**config.mk**
```make
export PLATFORM = sky130hd
export DESIGN_NAME = tss_sequencer
export DESIGN_NICKNAME = d
export VERILOG_FILES = /design/src/tss_pkg.sv /design/src/tss_decode.sv /design/src/tss_edge.sv /design/src/tss_sequencer.sv
export VERILOG_INCLUDE_DIRS = /design/src
export SDC_FILE = /design/constraint.sdc
export NUM_CORES = 1
export LEC_CHECK = 0
export ABC_AREA = 1
export BUFFER_PORTS_ARGS = -buffer_cell sky130_fd_sc_hd__buf_2
export CORE_ASPECT_RATIO = 1.1
export CORE_UTILIZATION = 55
export DETAILED_ROUTE_END_ITERATION = 7
export PLACE_DENSITY = 0.78
export SLEW_MARGIN = 0
export SYNTH_ARGS = -nofsm -noshare
export SYNTH_HDL_FRONTEND = slang
export SYNTH_SLANG_ARGS = --single-unit
```
**constraint.sdc**
```tcl
create_clock -name I_MCLK -period 2.31 [get_ports I_MCLK]
set_input_delay 0.1155 -clock I_MCLK [delete_from_list [all_inputs] [get_ports I_MCLK]]
set_output_delay 0.1155 -clock I_MCLK [all_outputs]
set_load 0.02 [all_outputs]
```
**src/tss_map.svh**
```systemverilog
`ifndef TSS_MAP_SVH
`define TSS_MAP_SVH

// register byte offsets
`define TSS_OFF_CTRL      8'h00
`define TSS_OFF_STAT      8'h04
`define TSS_OFF_ADJ       8'h08
`define TSS_OFF_HOLD      8'h0C
`define TSS_OFF_LIM0      8'h10
`define TSS_OFF_LIM1      8'h14
`define TSS_OFF_CNT0      8'h18
`define TSS_OFF_CNT1      8'h1C
`define TSS_OFF_EVT       8'h20
`define TSS_OFF_MASK      8'h24

// control register fields
`define TSS_CTRL_EN       0
`define TSS_CTRL_RESTART  1

// status register fields
`define TSS_STAT_RUN      0
`define TSS_STAT_WAIT     1
`define TSS_STAT_QPTR_LO  8
`define TSS_STAT_CHAN_LO  16

// event bits
`define TSS_EV_IRQ        0
`define TSS_EV_EDGE       1
`define TSS_EV_LIMIT      2

// control step option that clears both loop counters
`define TSS_CTRL_CLRCNT   4'h1

// reset values
`define TSS_RST_WORD16    16'h0000
`define TSS_RST_CHAN      5'h00
`define TSS_RST_QPTR      5'h00

// axi responses
`define TSS_RESP_OKAY     2'h0
`define TSS_RESP_SLVERR   2'h2

`endif

```
**src/tss_pkg.sv**
```systemverilog
package tss_pkg;

   typedef enum logic [1:0] {TSS_IDLE, TSS_RUN, TSS_WAIT} tss_fsm_t;

   typedef struct packed {
      logic [3:0] cmd;
      logic [3:0] opt;
      logic [4:0] addr;
   } tss_step_t;

   typedef struct packed {
      logic        awvalid;
      logic [7:0]  awaddr;
      logic        wvalid;
      logic [31:0] wdata;
      logic [3:0]  wstrb;
      logic        bready;
      logic        arvalid;
      logic [7:0]  araddr;
      logic        rready;
   } tss_axi_req_t;

   typedef struct packed {
      logic        awready;
      logic        wready;
      logic        bvalid;
      logic [1:0]  bresp;
      logic        arready;
      logic        rvalid;
      logic [31:0] rdata;
      logic [1:0]  rresp;
   } tss_axi_rsp_t;

   typedef struct packed {
      logic [15:0] s1;
      logic [15:0] s2;
      logic [15:0] s3;
   } tss_sync_t;

   typedef struct packed {
      tss_fsm_t    fsm;
      logic        en;
      logic [4:0]  qptr;
      logic [15:0] adj;
      logic [15:0] hold;
      logic [15:0] lim0;
      logic [15:0] lim1;
      logic [15:0] c0;
      logic [15:0] c1;
      logic [4:0]  chan;
      logic [31:0] trig;
      logic [15:0] irq_out;
      logic [2:0]  ev;
      logic [2:0]  mask;
      logic        aw_have;
      logic [7:0]  awaddr;
      logic        w_have;
      logic [31:0] wdata;
      logic [3:0]  wstrb;
      logic        bvalid;
      logic [1:0]  bresp;
      logic        rvalid;
      logic [31:0] rdata;
      logic [1:0]  rresp;
   } tss_state_t;

endpackage : tss_pkg

```
**src/tss_decode.sv**
```systemverilog
`timescale 1ns/1ns
module tss_decode (
   // step byte
   input  wire logic [7:0]        i_byte,
   // split fields
   output tss_pkg::tss_step_t     o_step
);
   import tss_pkg::*;

   assign o_step.cmd  = i_byte[7:4];
   assign o_step.opt  = i_byte[3:0];
   assign o_step.addr = {i_byte[4], i_byte[3:0]};

endmodule : tss_decode

```
**src/tss_edge.sv**
```systemverilog
`timescale 1ns/1ns
module tss_edge (
   // clock and reset
   input  wire logic        i_clk,
   input  wire logic        i_rst,
   // trigger pins
   input  wire logic [15:0] i_pins,
   // edge pulses
   output logic      [15:0] o_rise,
   output logic      [15:0] o_fall
);
   import tss_pkg::*;

   tss_sync_t st;
   tss_sync_t next_st;

   always_comb begin
      next_st    = st;
      next_st.s1 = i_pins;
      next_st.s2 = st.s1;
      next_st.s3 = st.s2;
   end

   always_ff @(posedge i_clk) begin
      if (i_rst) begin
         st <= '0;
      end else begin
         st <= next_st;
      end
   end

   // edges are judged only on the settled second and third stages
   genvar g;
   for (g = 0; g < 16; g = g + 1) begin : g_edge
      assign o_rise[g] = st.s2[g] & ~st.s3[g];
      assign o_fall[g] = ~st.s2[g] & st.s3[g];
   end

endmodule : tss_edge

```
**src/tss_sequencer.sv**
```systemverilog
// Local design decisions: register access over AXI4-Lite and the address map.
`timescale 1ns/1ns
`include "tss_map.svh"
// Contract
// - each step byte splits into a command in the upper nibble and an option in the lower, command 0000 runs a control op.
// - command 0001 adds the adjust register to the target register chosen by the option.
// - a copy step loads the hold register into the target register chosen by the option.
// - commands 001x write command bit 0 and the option as five bits into the adc channel select field.
// - command 0100 stalls the queue until a rising edge on the trigger input chosen by the option.
// - command 0101 stalls the queue until a falling edge on the trigger input chosen by the option.
// - command 0110 and every reserved command or option executes with no effect.
// - command 0111 raises the one interrupt request chosen by the option.
// - commands 100x pulse the one trigger output chosen by command bit 0 and the option.
// - commands 101x load the queue pointer with command bit 0 and the option and continue there.
// - commands 110x advance when counter 0 equals its limit, else increment counter 0 and jump.
// - commands 111x advance when counter 1 equals its limit, else increment counter 1 and jump.
module tss_sequencer (
   // clock and reset
   input  wire logic                  I_MCLK,
   input  wire logic                  I_SRST,
   // register bus
   input  wire tss_pkg::tss_axi_req_t I_AXI,
   output tss_pkg::tss_axi_rsp_t      O_AXI,
   // step queue
   output logic [4:0]                 O_STEP_ADDR,
   input  wire logic [7:0]            I_STEP_BYTE,
   // trigger inputs and outputs
   input  wire logic [15:0]           I_TRIG_IN,
   output logic [31:0]                O_TRIG_OUT,
   output logic [15:0]                O_STEP_IRQ,
   output logic [4:0]                 O_ADC_CHAN,
   // interrupt
   output logic                       O_IRQ
);
   import tss_pkg::*;

   tss_state_t  st;
   tss_state_t  next_st;
   tss_step_t   dec;
   logic [15:0] rise;
   logic [15:0] fall;
   logic        exec;
   logic        wr_go;
   logic [2:0]  ev_set;
   logic [2:0]  ev_clr;
   logic [4:0]  qnext;

   tss_decode u_decode (
      .i_byte (I_STEP_BYTE),
      .o_step (dec)
   );

   tss_edge u_edge (
      .i_clk  (I_MCLK),
      .i_rst  (I_SRST),
      .i_pins (I_TRIG_IN),
      .o_rise (rise),
      .o_fall (fall)
   );

   function automatic logic tss_mapped(input logic [7:0] a);
      tss_mapped = (a[1:0] == 2'h0) && (a <= `TSS_OFF_MASK);
   endfunction : tss_mapped

   function automatic logic [15:0] tss_merge16(input logic [15:0] old, input logic [31:0] d,
                                              input logic [3:0] be);
      tss_merge16 = {be[1] ? d[15:8] : old[15:8], be[0] ? d[7:0] : old[7:0]};
   endfunction : tss_merge16

   function automatic logic [31:0] tss_read(input logic [7:0] a);
      tss_read = 32'h0000_0000;
      case (a)
         `TSS_OFF_CTRL: tss_read[`TSS_CTRL_EN] = st.en;
         `TSS_OFF_STAT: begin
            tss_read[`TSS_STAT_RUN]  = (st.fsm == TSS_RUN);
            tss_read[`TSS_STAT_WAIT] = (st.fsm == TSS_WAIT);
            tss_read[`TSS_STAT_QPTR_LO +: 5] = st.qptr;
            tss_read[`TSS_STAT_CHAN_LO +: 5] = st.chan;
         end
         `TSS_OFF_ADJ:  tss_read[15:0] = st.adj;
         `TSS_OFF_HOLD: tss_read[15:0] = st.hold;
         `TSS_OFF_LIM0: tss_read[15:0] = st.lim0;
         `TSS_OFF_LIM1: tss_read[15:0] = st.lim1;
         `TSS_OFF_CNT0: tss_read[15:0] = st.c0;
         `TSS_OFF_CNT1: tss_read[15:0] = st.c1;
         `TSS_OFF_EVT:  tss_read[2:0]  = st.ev;
         `TSS_OFF_MASK: tss_read[2:0]  = st.mask;
         default:       tss_read = 32'h0000_0000;
      endcase
   endfunction : tss_read

   assign exec  = st.en && (st.fsm != TSS_IDLE);
   assign wr_go = st.aw_have && st.w_have && !st.bvalid;
   assign qnext = st.qptr + 5'h01;

   always_comb begin
      next_st         = st;
      next_st.trig    = 32'h0000_0000;
      next_st.irq_out = 16'h0000;
      ev_set          = 3'h0;
      ev_clr          = 3'h0;

      // step execution, one step per clock
      if (!st.en) begin
         next_st.fsm = TSS_IDLE;
      end else if (st.fsm == TSS_IDLE) begin
         next_st.fsm = TSS_RUN;
      end else begin
         next_st.fsm  = TSS_RUN;
         next_st.qptr = qnext;
         casez (dec.cmd)
            4'b0000: begin
               if (dec.opt == `TSS_CTRL_CLRCNT) begin
                  next_st.c0 = `TSS_RST_WORD16;
                  next_st.c1 = `TSS_RST_WORD16;
               end
            end
            4'b0001: begin
               // option bit 3 picks copy over add, bit 2 set is reserved
               if (!dec.opt[2]) begin
                  case (dec.opt[1:0])
                     2'h0: next_st.lim0 = dec.opt[3] ? st.hold : st.lim0 + st.adj;
                     2'h1: next_st.lim1 = dec.opt[3] ? st.hold : st.lim1 + st.adj;
                     2'h2: next_st.c0   = dec.opt[3] ? st.hold : st.c0 + st.adj;
                     default: next_st.c1 = dec.opt[3] ? st.hold : st.c1 + st.adj;
                  endcase
               end
            end
            4'b001?: next_st.chan = dec.addr;
            4'b0100: begin
               if (rise[dec.opt]) begin
                  ev_set[`TSS_EV_EDGE] = 1'b1;
               end else begin
                  next_st.qptr = st.qptr;
                  next_st.fsm  = TSS_WAIT;
               end
            end
            4'b0101: begin
               if (fall[dec.opt]) begin
                  ev_set[`TSS_EV_EDGE] = 1'b1;
               end else begin
                  next_st.qptr = st.qptr;
                  next_st.fsm  = TSS_WAIT;
               end
            end
            4'b0111: begin
               next_st.irq_out[dec.opt] = 1'b1;
               ev_set[`TSS_EV_IRQ]      = 1'b1;
            end
            4'b100?: next_st.trig[dec.addr] = 1'b1;
            4'b101?: next_st.qptr = dec.addr;
            4'b110?: begin
               if (st.c0 == st.lim0) begin
                  ev_set[`TSS_EV_LIMIT] = 1'b1;
               end else begin
                  next_st.c0   = st.c0 + 16'h0001;
                  next_st.qptr = dec.addr;
               end
            end
            4'b111?: begin
               if (st.c1 == st.lim1) begin
                  ev_set[`TSS_EV_LIMIT] = 1'b1;
               end else begin
                  next_st.c1   = st.c1 + 16'h0001;
                  next_st.qptr = dec.addr;
               end
            end
            default: next_st.qptr = qnext;
         endcase
      end

      // write channel capture, address and data in either order
      if (I_AXI.awvalid && O_AXI.awready) begin
         next_st.aw_have = 1'b1;
         next_st.awaddr  = I_AXI.awaddr;
      end
      if (I_AXI.wvalid && O_AXI.wready) begin
         next_st.w_have = 1'b1;
         next_st.wdata  = I_AXI.wdata;
         next_st.wstrb  = I_AXI.wstrb;
      end

      // software writes land after the step, so software wins a clash on every register but the event bits
      if (wr_go) begin
         next_st.aw_have = 1'b0;
         next_st.w_have  = 1'b0;
         next_st.bvalid  = 1'b1;
         next_st.bresp   = tss_mapped(st.awaddr) ? `TSS_RESP_OKAY : `TSS_RESP_SLVERR;
         case (st.awaddr)
            `TSS_OFF_CTRL: begin
               if (st.wstrb[0]) begin
                  next_st.en = st.wdata[`TSS_CTRL_EN];
                  if (st.wdata[`TSS_CTRL_RESTART]) begin
                     next_st.qptr = `TSS_RST_QPTR;
                  end
               end
            end
            `TSS_OFF_ADJ:  next_st.adj  = tss_merge16(st.adj, st.wdata, st.wstrb);
            `TSS_OFF_HOLD: next_st.hold = tss_merge16(st.hold, st.wdata, st.wstrb);
            `TSS_OFF_LIM0: next_st.lim0 = tss_merge16(st.lim0, st.wdata, st.wstrb);
            `TSS_OFF_LIM1: next_st.lim1 = tss_merge16(st.lim1, st.wdata, st.wstrb);
            `TSS_OFF_CNT0: next_st.c0   = tss_merge16(st.c0, st.wdata, st.wstrb);
            `TSS_OFF_CNT1: next_st.c1   = tss_merge16(st.c1, st.wdata, st.wstrb);
            `TSS_OFF_EVT:  ev_clr       = st.wstrb[0] ? st.wdata[2:0] : 3'h0;
            `TSS_OFF_MASK: begin
               if (st.wstrb[0]) begin
                  next_st.mask = st.wdata[2:0];
               end
            end
            default: next_st.bvalid = 1'b1;
         endcase
      end
      if (st.bvalid && I_AXI.bready) begin
         next_st.bvalid = 1'b0;
      end

      // read answers one cycle after the address is taken
      if (st.rvalid) begin
         if (I_AXI.rready) begin
            next_st.rvalid = 1'b0;
         end
      end else if (I_AXI.arvalid) begin
         next_st.rvalid = 1'b1;
         next_st.rdata  = tss_read(I_AXI.araddr);
         next_st.rresp  = tss_mapped(I_AXI.araddr) ? `TSS_RESP_OKAY : `TSS_RESP_SLVERR;
      end

      // an event in the clearing cycle survives
      next_st.ev = (st.ev & ~ev_clr) | ev_set;
   end

   always_ff @(posedge I_MCLK) begin
      if (I_SRST) begin
         st <= '0;
      end else begin
         st <= next_st;
      end
   end

   assign O_AXI.awready = !st.aw_have && !st.bvalid;
   assign O_AXI.wready  = !st.w_have && !st.bvalid;
   assign O_AXI.bvalid  = st.bvalid;
   assign O_AXI.bresp   = st.bresp;
   assign O_AXI.arready = !st.rvalid;
   assign O_AXI.rvalid  = st.rvalid;
   assign O_AXI.rdata   = st.rdata;
   assign O_AXI.rresp   = st.rresp;
   assign O_STEP_ADDR   = st.qptr;
   assign O_TRIG_OUT    = st.trig;
   assign O_STEP_IRQ    = st.irq_out;
   assign O_ADC_CHAN    = st.chan;
   assign O_IRQ         = |(st.ev & st.mask);

   a_ctrl_clear: assert property (@(posedge I_MCLK) disable iff (I_SRST || wr_go)
      exec && dec.cmd == 4'h0 && dec.opt == `TSS_CTRL_CLRCNT |=> st.c0 == 16'h0000 && st.c1 == 16'h0000)
      else $error("control step did not clear the loop counters");

   a_add_limit: assert property (@(posedge I_MCLK) disable iff (I_SRST || wr_go)
      exec && dec.cmd == 4'h1 && dec.opt == 4'h0 |=> st.lim0 == $past(st.lim0) + $past(st.adj))
      else $error("add step did not add the adjust value");

   a_copy_hold: assert property (@(posedge I_MCLK) disable iff (I_SRST || wr_go)
      exec && dec.cmd == 4'h1 && dec.opt == 4'hB |=> st.c1 == $past(st.hold))
      else $error("copy step did not load the hold value");

   a_chan_strobe: assert property (@(posedge I_MCLK) disable iff (I_SRST)
      exec && dec.cmd[3:1] == 3'b001 |=> O_ADC_CHAN == $past(dec.addr))
      else $error("channel select not written from the step");

   a_wait_rise: assert property (@(posedge I_MCLK) disable iff (I_SRST || wr_go)
      exec && dec.cmd == 4'h4 && !rise[dec.opt] |=> st.qptr == $past(st.qptr) && st.fsm == TSS_WAIT)
      else $error("rising wait did not stall");

   a_wait_fall: assert property (@(posedge I_MCLK) disable iff (I_SRST || wr_go)
      exec && dec.cmd == 4'h5 && fall[dec.opt] |=> st.qptr == $past(qnext))
      else $error("falling wait did not advance on its edge");

   a_reserved_nop: assert property (@(posedge I_MCLK) disable iff (I_SRST || wr_go)
      exec && dec.cmd == 4'h6 |=> st.qptr == $past(qnext) && $stable(st.chan) && O_TRIG_OUT == 32'h0)
      else $error("reserved step had an effect");

   a_irq_pulse: assert property (@(posedge I_MCLK) disable iff (I_SRST)
      exec && dec.cmd == 4'h7 |=> O_STEP_IRQ == (16'h0001 << $past(dec.opt))
      ##1 (O_STEP_IRQ == 16'h0 || ($past(exec) && $past(dec.cmd) == 4'h7)))
      else $error("interrupt request not a single one-cycle pulse");

   a_trig_pulse: assert property (@(posedge I_MCLK) disable iff (I_SRST)
      exec && dec.cmd[3:1] == 3'b100 |=> O_TRIG_OUT == (32'h0000_0001 << $past(dec.addr)))
      else $error("trigger output not the selected one");

   a_jump_load: assert property (@(posedge I_MCLK) disable iff (I_SRST || wr_go)
      exec && dec.cmd[3:1] == 3'b101 |=> O_STEP_ADDR == $past(dec.addr))
      else $error("jump did not load the pointer");

   a_loop_zero: assert property (@(posedge I_MCLK) disable iff (I_SRST || wr_go)
      exec && dec.cmd[3:1] == 3'b110 && st.c0 != st.lim0
      |=> st.c0 == $past(st.c0) + 16'h0001 && st.qptr == $past(dec.addr))
      else $error("counter 0 loop jump wrong");

   a_loop_one: assert property (@(posedge I_MCLK) disable iff (I_SRST || wr_go)
      exec && dec.cmd[3:1] == 3'b111 && st.c1 == st.lim1 |=> st.qptr == $past(qnext) && $stable(st.c1))
      else $error("counter 1 loop at limit did not fall through");

   a_step_advance: assert property (@(posedge I_MCLK) disable iff (I_SRST || wr_go)
      exec && dec.cmd[3:1] == 3'b001 |=> st.qptr == $past(st.qptr) + 5'h01)
      else $error("pointer did not advance after a plain step");

endmodule : tss_sequencer

```
# Word level (Yosys, flattened, before mapping)
# Cells that the tools add are included.
[totals] in_bits=83 wordCells=278 ram_bits=0 output_inout_bits=100 ff_bits=266 rom_bits=0 n_memories=0 latchBits=0
[classes] muxes=79 bitwise=73 n_shift=0 n_eq_ne=41 reduce_logical=38 div=0 addsub=7 mul=0 n_lt_le_gt_ge=6
[op_table] cell="2-to-1 mux 16 bit" count=17
[op_table] cell="2-to-1 mux 117 bit" count=2
[op_table] cell="2-to-1 mux 101 bit" count=1
[op_table] cell="2-to-1 mux 32 bit" count=3
[op_table] cell="one-hot mux 16 bit (3 select lines)" count=2
[op_table] cell="adder 16 bit" count=4
[op_table] cell="equality test 8 x 5 -> 1 bit (second input constant)" count=8
[op_table] cell="2-to-1 mux 64 bit" count=1
[op_table] cell="2-to-1 mux 5 bit" count=11
[op_table] cell="2-to-1 mux 8 bit" count=6
[op_table] cell="inverter 1 bit" count=37
[op_table] cell="2-to-1 mux 35 bit" count=1
[op_table] cell="one-hot mux 5 bit (7 select lines)" count=1
[op_table] cell="adder 16 x 1 -> 16 bit (second input constant)" count=2
[op_table] cell="AND 1 bit" count=32
[op_table] cell="equality test 16 bit" count=2
[op_table] cell="equality test 8 x 4 -> 1 bit (second input constant)" count=4
[op_table] cell="equality test 8 x 6 -> 1 bit (second input constant)" count=4
[op_table] cell="one-hot mux 5 bit (6 select lines)" count=1
[op_table] cell="one-hot mux 5 bit (5 select lines)" count=1
[op_table] cell="!= test 3 bit (second input constant)" count=8
[op_table] cell="AND reduction 3 bit" count=7
[op_table] cell="one-hot mux 3 bit (6 select lines)" count=1
[op_table] cell="<= comparator 8 x 6 -> 1 bit (second input constant)" count=2
[op_table] cell="35 further kinds" count=86

# Longest topological paths before layout
# Gate-level depths: netlist of run 1.
[logic_depth] word_depth=12 depth_mapped=18 depth_no_buf=18

# Modules after synthesis
# From an unflattened synthesis of run 1, not the netlist that was laid out.
[unflattened] cells_unflattened=2787 area_unflattened_um2=17919.7
[modules_own_cells] module="tss_sequencer" cells_per_inst=2577 instances=1 seq_area_each_um2=4324.1 area_per_inst_um2=16276.9
[modules_own_cells] module="tss_edge" cells_per_inst=197 instances=1 seq_area_each_um2=960.9 area_per_inst_um2=1545.2
[modules_own_cells] module="tss_decode" cells_per_inst=13 instances=1 seq_area_each_um2=0.0 area_per_inst_um2=97.6

# Least setup slack after synthesis of run 1
# No wires, ideal clock.
[synth_path] path_type="reg2reg" start="register st[191] in the netlist's numbering" end="register st[199] in the netlist's numbering" required_time_ns=2.178 synth_period_minus_slack_ns=2.145 setup_time_ns=0.132 path_slack_ns=0.165 n_path_buf=0 stages_incl_launch_ff=12 t_arrival_ns=2.013 path_cell_list="dfxtp_1 ha_1 fa_1 nand3_1 nand2_1 a21boi_0 o21ai_0 xor2_1 o21ai_0 nand2_1 o21ai_0 a21oi_1"
[synth_via] elab_chain_len=9
[synth_rtl] item="from (decl)" line_no="tss_sequencer.sv:37" source="tss_state_t st;"
[synth_rtl] item="from (signal assigned)" line_no="tss_sequencer.sv:236" source="st <= next_st;"
[synth_rtl] item="adder 16 bit *" line_no="tss_sequencer.sv:122" source="2'h0: next_st.lim0 = dec.opt[3] ? st.hold : st.lim0 + st.adj;"
[synth_rtl] item="2-to-1 mux 16 bit *" line_no="tss_sequencer.sv:122"
[synth_rtl] item="2-to-1 mux 16 bit *" line_no="tss_sequencer.sv:121" source="case (dec.opt[1:0])"
[synth_rtl] item="2-to-1 mux 64 bit *" line_no="tss_sequencer.sv:120" source="if (!dec.opt[2]) begin"
[synth_rtl] item="2-to-1 mux 32 bit *" line_no="tss_sequencer.sv:111" source="casez (dec.cmd)"
[synth_rtl] item="2-to-1 mux 117 bit *" line_no="tss_sequencer.sv:106" source="end else if (st.fsm == TSS_IDLE) begin"
[synth_rtl] item="2-to-1 mux 117 bit *" line_no="tss_sequencer.sv:104" source="if (!st.en) begin"
[synth_rtl] item="2-to-1 mux 16 bit" line_no="tss_sequencer.sv:189" source="case (st.awaddr)"
[synth_rtl] item="2-to-1 mux 101 bit *" line_no="tss_sequencer.sv:184" source="if (wr_go) begin"
# Every way passes the cells marked *; elsewhere a longest branch is shown, timed or not.
# A chain may end at the register's enable or synchronous reset.

# Final worst setup path of run 1
[layout_path] start="register st[223] in the netlist's numbering" end="register st[203] in the netlist's numbering"
# Same word-level chain as after synthesis.

==> run metrics, run 1 <==
drt pass-1 iters=7; sequential cell area=5310 um2; sequential fraction of the synthesis area=0.296; Ys Warns=0; multi-input logic area=10500 um2; DR iter-0 viols=2853; Crit path max-delay family=adder cells; R2R Setup Slk=40 ps; status=completed; WP data arrival=2710 ps; switching pwr=2980 uW; placed cells=3407; Die H=191 um; R2R depth=12; setup TNS=0 ps; Total GRT Usage=0.434; root buf cell=clkbuf_16; internal power=7980 uW; CP max-delay cell=dfxtp_4; Area after DPL=19900 um2; P&R area growth vs syn=23.4%; total CTS buffers=30; RSZ-0062 raised after global routing=yes; Crit path top cell by count=nand3_1; crit-path max FO=5; max capacitance violation total=0; Hold WS=76.5 ps; later-pin clock latency in the skew report=600 ps; vias in the first global route=19832; Clock Sinks=264; Static Leak=0.0103 uW; cell area power density=497 nW/um2; Final Skew=31.5 ps; drt wl/cell=21.1 um; most common flop cell mapped by yosys=dfxtp_1; DP Wirelength=54100 um; CP Data Required Time=2740 ps; Netlist cell types=62; Hold Path Depth=3; Placeable Area=31700 um2; Max IR drop VDD=630 uV; CP Cell Sequence=ha_1 > fa_2 > nand3_1 > nand2_1 > buf_4 > nand3_1 > a31o_2 > nand3_1 > nand3_1 > nand2_1 > o21ai_0 > a21oi_1; share of cells above drive strength 1=0.191; Clock Power Share=0.461; final slew viol count=0; Routed Antenna Nets=0; routed wire length=74300 um; r2r startpoint=st[223]; maximum clock path buffer count=3; Worst Tran Pin Value=700 ps; Crit Reg-Reg Endpoint=st[203]; syn avg cell area=6.42 um2; hold_sp=I_AXI[56]; initial core utilization=0.564; Flop pwr share=0.433; Fill cells=2698; # H-tree levels=1; largest net degree at the start of global routing=132; non-filler instance count after layout=3528; die area=33200 um2; final hold violations=0; final std cell area, no fill=22000 um2; Finished Core Util=0.696; Final Cycle Share=0.985; gpl congestion=1.12; asr flop ratio synth=0; routed vias=21084; via density per instance=5.98; initial antenna violation count=1; CP peak stage delay=380 ps; crit path kind=reg2reg; synthesized instance count=2778; Yosys reg bits=264; Startpoint Class=flip-flop; Switching Fraction=0.272; Final #Nets=3236; Max Freq=440 MHz; Slew HR=0.533; GRT overflow=0; CTS tree=built; crit path launch=st[223]; crit path time final=2270 ps; worst hold path endpoint=st[78]; Worst Setup End Kind=flip-flop; IO Pins=183; Comb power frac=0.106; class of the worst hold path=in2reg; Setup-failing EPs final=0; DIE WIDTH=174 um; DR DRC count=0; floorplan row count=68; number of synthesized flops with an enable pin=0; clk slew on worst S/H paths=70 ps; Buf+Inv Stages, Crit Path=1; first-pass GRT wire length=111000 um; post-synthesis instance area=17800 um2; port buffer count=151
==> through the flow <==
step / power, uW / setup WS, ps
final: 11000 / 35.4
after global routing: 11200 / -76.4
after CTS: 10900 / 8.62
after detailed placement: 5840 / -126
after global placement: 5810 / -85.1
after floorplan: 5450 / 165
==> kinds of logic after synthesis <==
| group | Yosys count | synth area share |
|---|---|---|
| AND/OR/NAND/NOR | 1273 | 0.302 |
| AO/OA/AOI/OAI | 558 | 0.178 |
| buffers and inverters | 540 | 0.138 |
| flip-flops | 264 | 0.296 |
| XOR/XNOR | 74 | 0.0363 |
| adder cells (fa/ha/maj) | 67 | 0.0487 |
| other | 1 | 0.000210 |
| multiplexers | 1 | 0.000561 |
==> synthesized netlist by cell type (all sizes together), types with 10 or more instances <==
master | instances | area, um2
nand2 | 643 | 2430
inv | 342 | 1290
nor2 | 328 | 1310
dfxtp | 264 | 5290
a21oi | 237 | 1190
nand3 | 188 | 946
o21ai | 181 | 913
buf | 148 | 983
xor2 | 67 | 587
nor3 | 65 | 358
ha | 63 | 788
clkbuf | 47 | 184
a211oi | 30 | 225
nand4 | 22 | 144
o22ai | 21 | 131
o211ai | 16 | 120
nand3b | 13 | 97.6
a21o | 10 | 75.1
o221ai | 10 | 87.6
==> state kept, by name, summed over array words and instances, names as in the netlist <==
register,flops
st,133
O_TRIG_OUT,32
u_edge.next_st,32
O_AXI,25
O_STEP_IRQ,16
u_edge.st,16
O_ADC_CHAN,5
O_STEP_ADDR,5
==> tightest hold or removal path: cells and delay by family <==
kind,cells,cell delay (ps)
buffers and inverters,1,100
and+or+nand+nor,1,290
AOI/OAI and AO/OA,1,120
==> routing by layer <==
metal / GRT usage / up-vias / share of wire
met5: 0 / - / 0
met4: 0.253 / 0 / 0.065
met3: 0.112 / 338 / 0.13
met2: 0.694 / 1483 / 0.44
met1: 0.526 / 9659 / 0.37
li1: - / 9604 / -
==> timing repair <==
| item | in CTS | in global routing |
|---|---|---|
| endpoints found under the hold margin | 72 | 0 |
| endpoints found under the setup margin | 35 | 46 |
| pin swaps | 0 | 18 |
| setup buffers | 0 | 5 |
| hold buffers | 62 | 0 |
| gates resized for setup | 14 | 98 |
==> how the worst max path moves through the flow <==
stage	endpoint	slack [ps]	cells past startpoint
2_1_floorplan	st[199]	170	11
3_3_place_gp	st[157]	-90	17
3_5_place_dp	st[153]	-130	17
4_1_cts	st[170]	9	16
5_1_grt	st[167]	-80	16
6_report	st[203]	40	12
==> power by group through the flow <==
| stage | Sequential, uW | Clock (uW) | Combinational, uW |
|---|---|---|---|
| 6_report | 4740 | 5050 | 1160 |
| 4_1_cts | 4730 | 5030 | 1090 |
| 2_1_floorplan | 4810 | 0 | 645 |
| 5_1_grt | 4740 | 5210 | 1220 |
| 3_5_place_dp | 4830 | 0 | 1000 |
| 3_3_place_gp | 4830 | 0 | 985 |
==> cell usage in the layout, fill, tap and decap left out, types with 9 or more instances in the layout <==
master / count
o21ai_1: 26
conb_1: 13
nor2_2: 10
nand3b_1: 13
inv_1: 313
buf_4: 236
clkbuf_16: 30
xor2_1: 66
o221ai_1: 10
o21ai_0: 150
ha_1: 49
a21oi_2: 11
o2111ai_1: 9
nor2_1: 309
inv_2: 27
nor3_1: 56
nand2_1: 624
o22ai_1: 21
buf_2: 150
dfxtp_1: 252
a211oi_1: 30
buf_12: 9
nand4_1: 21
ha_4: 11
o211ai_1: 16
a21o_1: 10
nand2_2: 19
nand3_1: 179
a21oi_1: 225
dlygate4sd3_1: 62
a31oi_1: 9
==> final cells by class <==
type                       instances  area share
multi-input combinational       1986       0.477
sequential                       264       0.241
timing repair buffer             459       0.152
inverter                         345      0.0592
clock buffer                      39      0.0374
tap                              420      0.0239
clock inverter                    14     0.00943
antenna                            1    0.000114
Note: power is estimated with default switching activity, not from simulation.
==> run 2: changes to the inputs <==
- SETUP_SLACK_MARGIN: default -> 0.15
==> run metrics, run 2 (synthesis results as in run 1) <==
CP Data Required Time=2740 ps (about the same); Worst Tran Pin Value=696 ps (-3.84 ps); max capacitance violation total=0 (unchanged); Crit path max-delay family=simple AND/OR/NAND/NOR gates; WP data arrival=2760 ps (+50 ps); status=finished with violations; Setup-failing EPs final=1 (+1); crit path kind=reg2reg; final std cell area, no fill=22700 um2 (+2.9%); Max IR drop VDD=621 uV (-1.4%); initial antenna violation count=1 (unchanged); P&R area growth vs syn=26.9%; Clock Sinks=264 (unchanged); routed wire length=76100 um (+2.5%); Buf+Inv Stages, Crit Path=3 (+2); maximum clock path buffer count=3 (unchanged); Worst setup endpoint=st[167]; Startpoint Class=flip-flop; Crit path top cell by count=nand2_1; CP max-delay cell=fa_2; CTS tree=built; Placeable Area=31700 um2 (unchanged); final hold violations=0 (unchanged); die area=33200 um2 (unchanged); cell area power density=485 nW/um2 (-2.5%); setup TNS=-14.0 ps (-14.0 ps); floorplan row count=68 (unchanged); Total GRT Usage=0.436 (+0.00276); port buffer count=151 (unchanged); Largest register FFs=133 (unchanged); final slew viol count=0 (unchanged); drt wl/cell=21.5 um (+2.2%); Final Cycle Share=1.01 (+0.0214); failing checks=setup timing; DR DRC count=0 (unchanged); crit path launch=st[223]; Slew HR=0.536 (+0.00256); clk slew on worst S/H paths=70 ps (about the same); RSZ-0062 raised after global routing=yes; gpl congestion=1.12 (unchanged); R2R depth=16 (+4); Worst Setup End Kind=flip-flop; Routed Antenna Nets=0 (unchanged); commonest cells after routing, fill and taps aside=nand2_1, inv_1, nor2_1; GRT overflow=0 (unchanged); CP Cell Sequence=buf_6 > ha_4 > inv_2 > fa_2 > inv_2 > nand3_2 > nand3_4 > nand2_2 > nand3_2 > nand3b_1 > a21oi_2 > nand2_1 > nand2_1 > nand2_1 > nand2_1 > a21oi_2; root buf cell=clkbuf_16; first-pass GRT wire length=112000 um (+0.72%); crit-path max FO=5 (unchanged); drt pass-1 iters=6 (-1); Area after DPL=19900 um2 (unchanged); IO Pins=183 (unchanged); Largest Register=st; class of the worst hold path=in2reg; PnR worst setup slack=-14.0 ps (-49.3 ps); vias in the first global route=19945 (+0.57%); share of cells above drive strength 1=0.222 (+0.0317); Final Skew=38.3 ps (+6.85 ps); later-pin clock latency in the skew report=610 ps (about the same); largest net degree at the start of global routing=132 (unchanged); pre-CTS setup slack=-126 ps (unchanged); crit path time final=2320 ps (+49.3 ps); Static Leak=0.0104 uW (+0.78%); DR iter-0 viols=2720 (-4.7%); Crit Reg-Reg Endpoint=st[167]; DIE WIDTH=174 um (unchanged); CP peak stage delay=410 ps (+30 ps); Worst path depth=16 (+4); R2R Setup Slk=-10 ps (-50 ps); commonest non-fill, non-tap cell in the layout=nand2_1; via density per instance=6.04 (+1.0%); Die H=191 um (unchanged); r2r startpoint=st[223]; # H-tree levels=1 (unchanged); Final #Nets=3243 (+0.22%); total CTS buffers=30 (unchanged); routed vias=21344 (+1.2%); Max Freq=430 MHz (-2.1%); initial core utilization=0.564 (unchanged); DP Wirelength=54100 um (unchanged)
[run 2: cell count changes in the layout (fill, tap and decap cells not counted), sizes merged]
| cell | before | now |
|---|---|---|
| buf | 397 | 404 |
| diode | 1 | 2 |
[run 2: where the power goes]
part           leakage (uW)  internal (uW)  switching, uW  total [uW]
clock              0.000501           2960           2090        5060
combinational       0.00777            362            828        1190
sequential          0.00216           4650           81.8        4740
total                0.0104           7980           3000       11000
[run 2: tightest hold or removal path: stages]
cell,delay (ps)
buf_2,100
nand2_1,300
a21oi_1,120
[run 2: layout make-up]
type	instances	area, um2
inverter	345	1310
fill	2586	9000
clock inverter	14	208
multi-input combinational	1986	11000
antenna	2	5.00
tap	420	526
sequential	264	5330
timing repair buffer	466	3420
clock buffer	39	825
[run 2: metrics by stage]
| step | power [uW] | hold slack (ps) | instances | utilization |
|---|---|---|---|---|
| after floorplan | 5450 | 215 | 2790 | - |
| after global placement | 5810 | 302 | 3407 | 0.630 |
| after detailed placement | 5840 | 308 | 3407 | 0.630 |
| after CTS | 10900 | 31.2 | 3525 | 0.689 |
| after global routing | 11200 | 87.0 | 3535 | 0.716 |
| final | 11000 | 78.7 | 3536 | 0.716 |
[run 2: worst min path at each step]
stage                            to  cells past startpoint           start
final                        st[78]                      3       I_AXI[56]
after global routing        st[144]                      5  I_STEP_BYTE[6]
after CTS                  O_AXI[1]                      5        I_AXI[8]
after detailed placement  O_AXI[38]                      2       I_AXI[10]
after global placement    O_AXI[38]                      2       I_AXI[10]
after floorplan           O_AXI[38]                      1       I_AXI[10]
[run 2: per-layer routing]
layer	part of all wire	vias up	track usage
met5	0	-	0
met4	0.070	0	0.259
met3	0.13	414	0.120
met2	0.44	1456	0.701
met1	0.37	9858	0.522
li1	-	9616	-
[run 2: timing repair]
item | 4_1_cts | 5_1_grt
pin swaps | 11 | 39
endpoints found under the hold margin | 72 | 0
setup buffers | 3 | 9
gates resized for setup | 63 | 175
gates cloned | 0 | 0
hold buffers | 62 | 0
endpoints found under the setup margin | 49 | 69
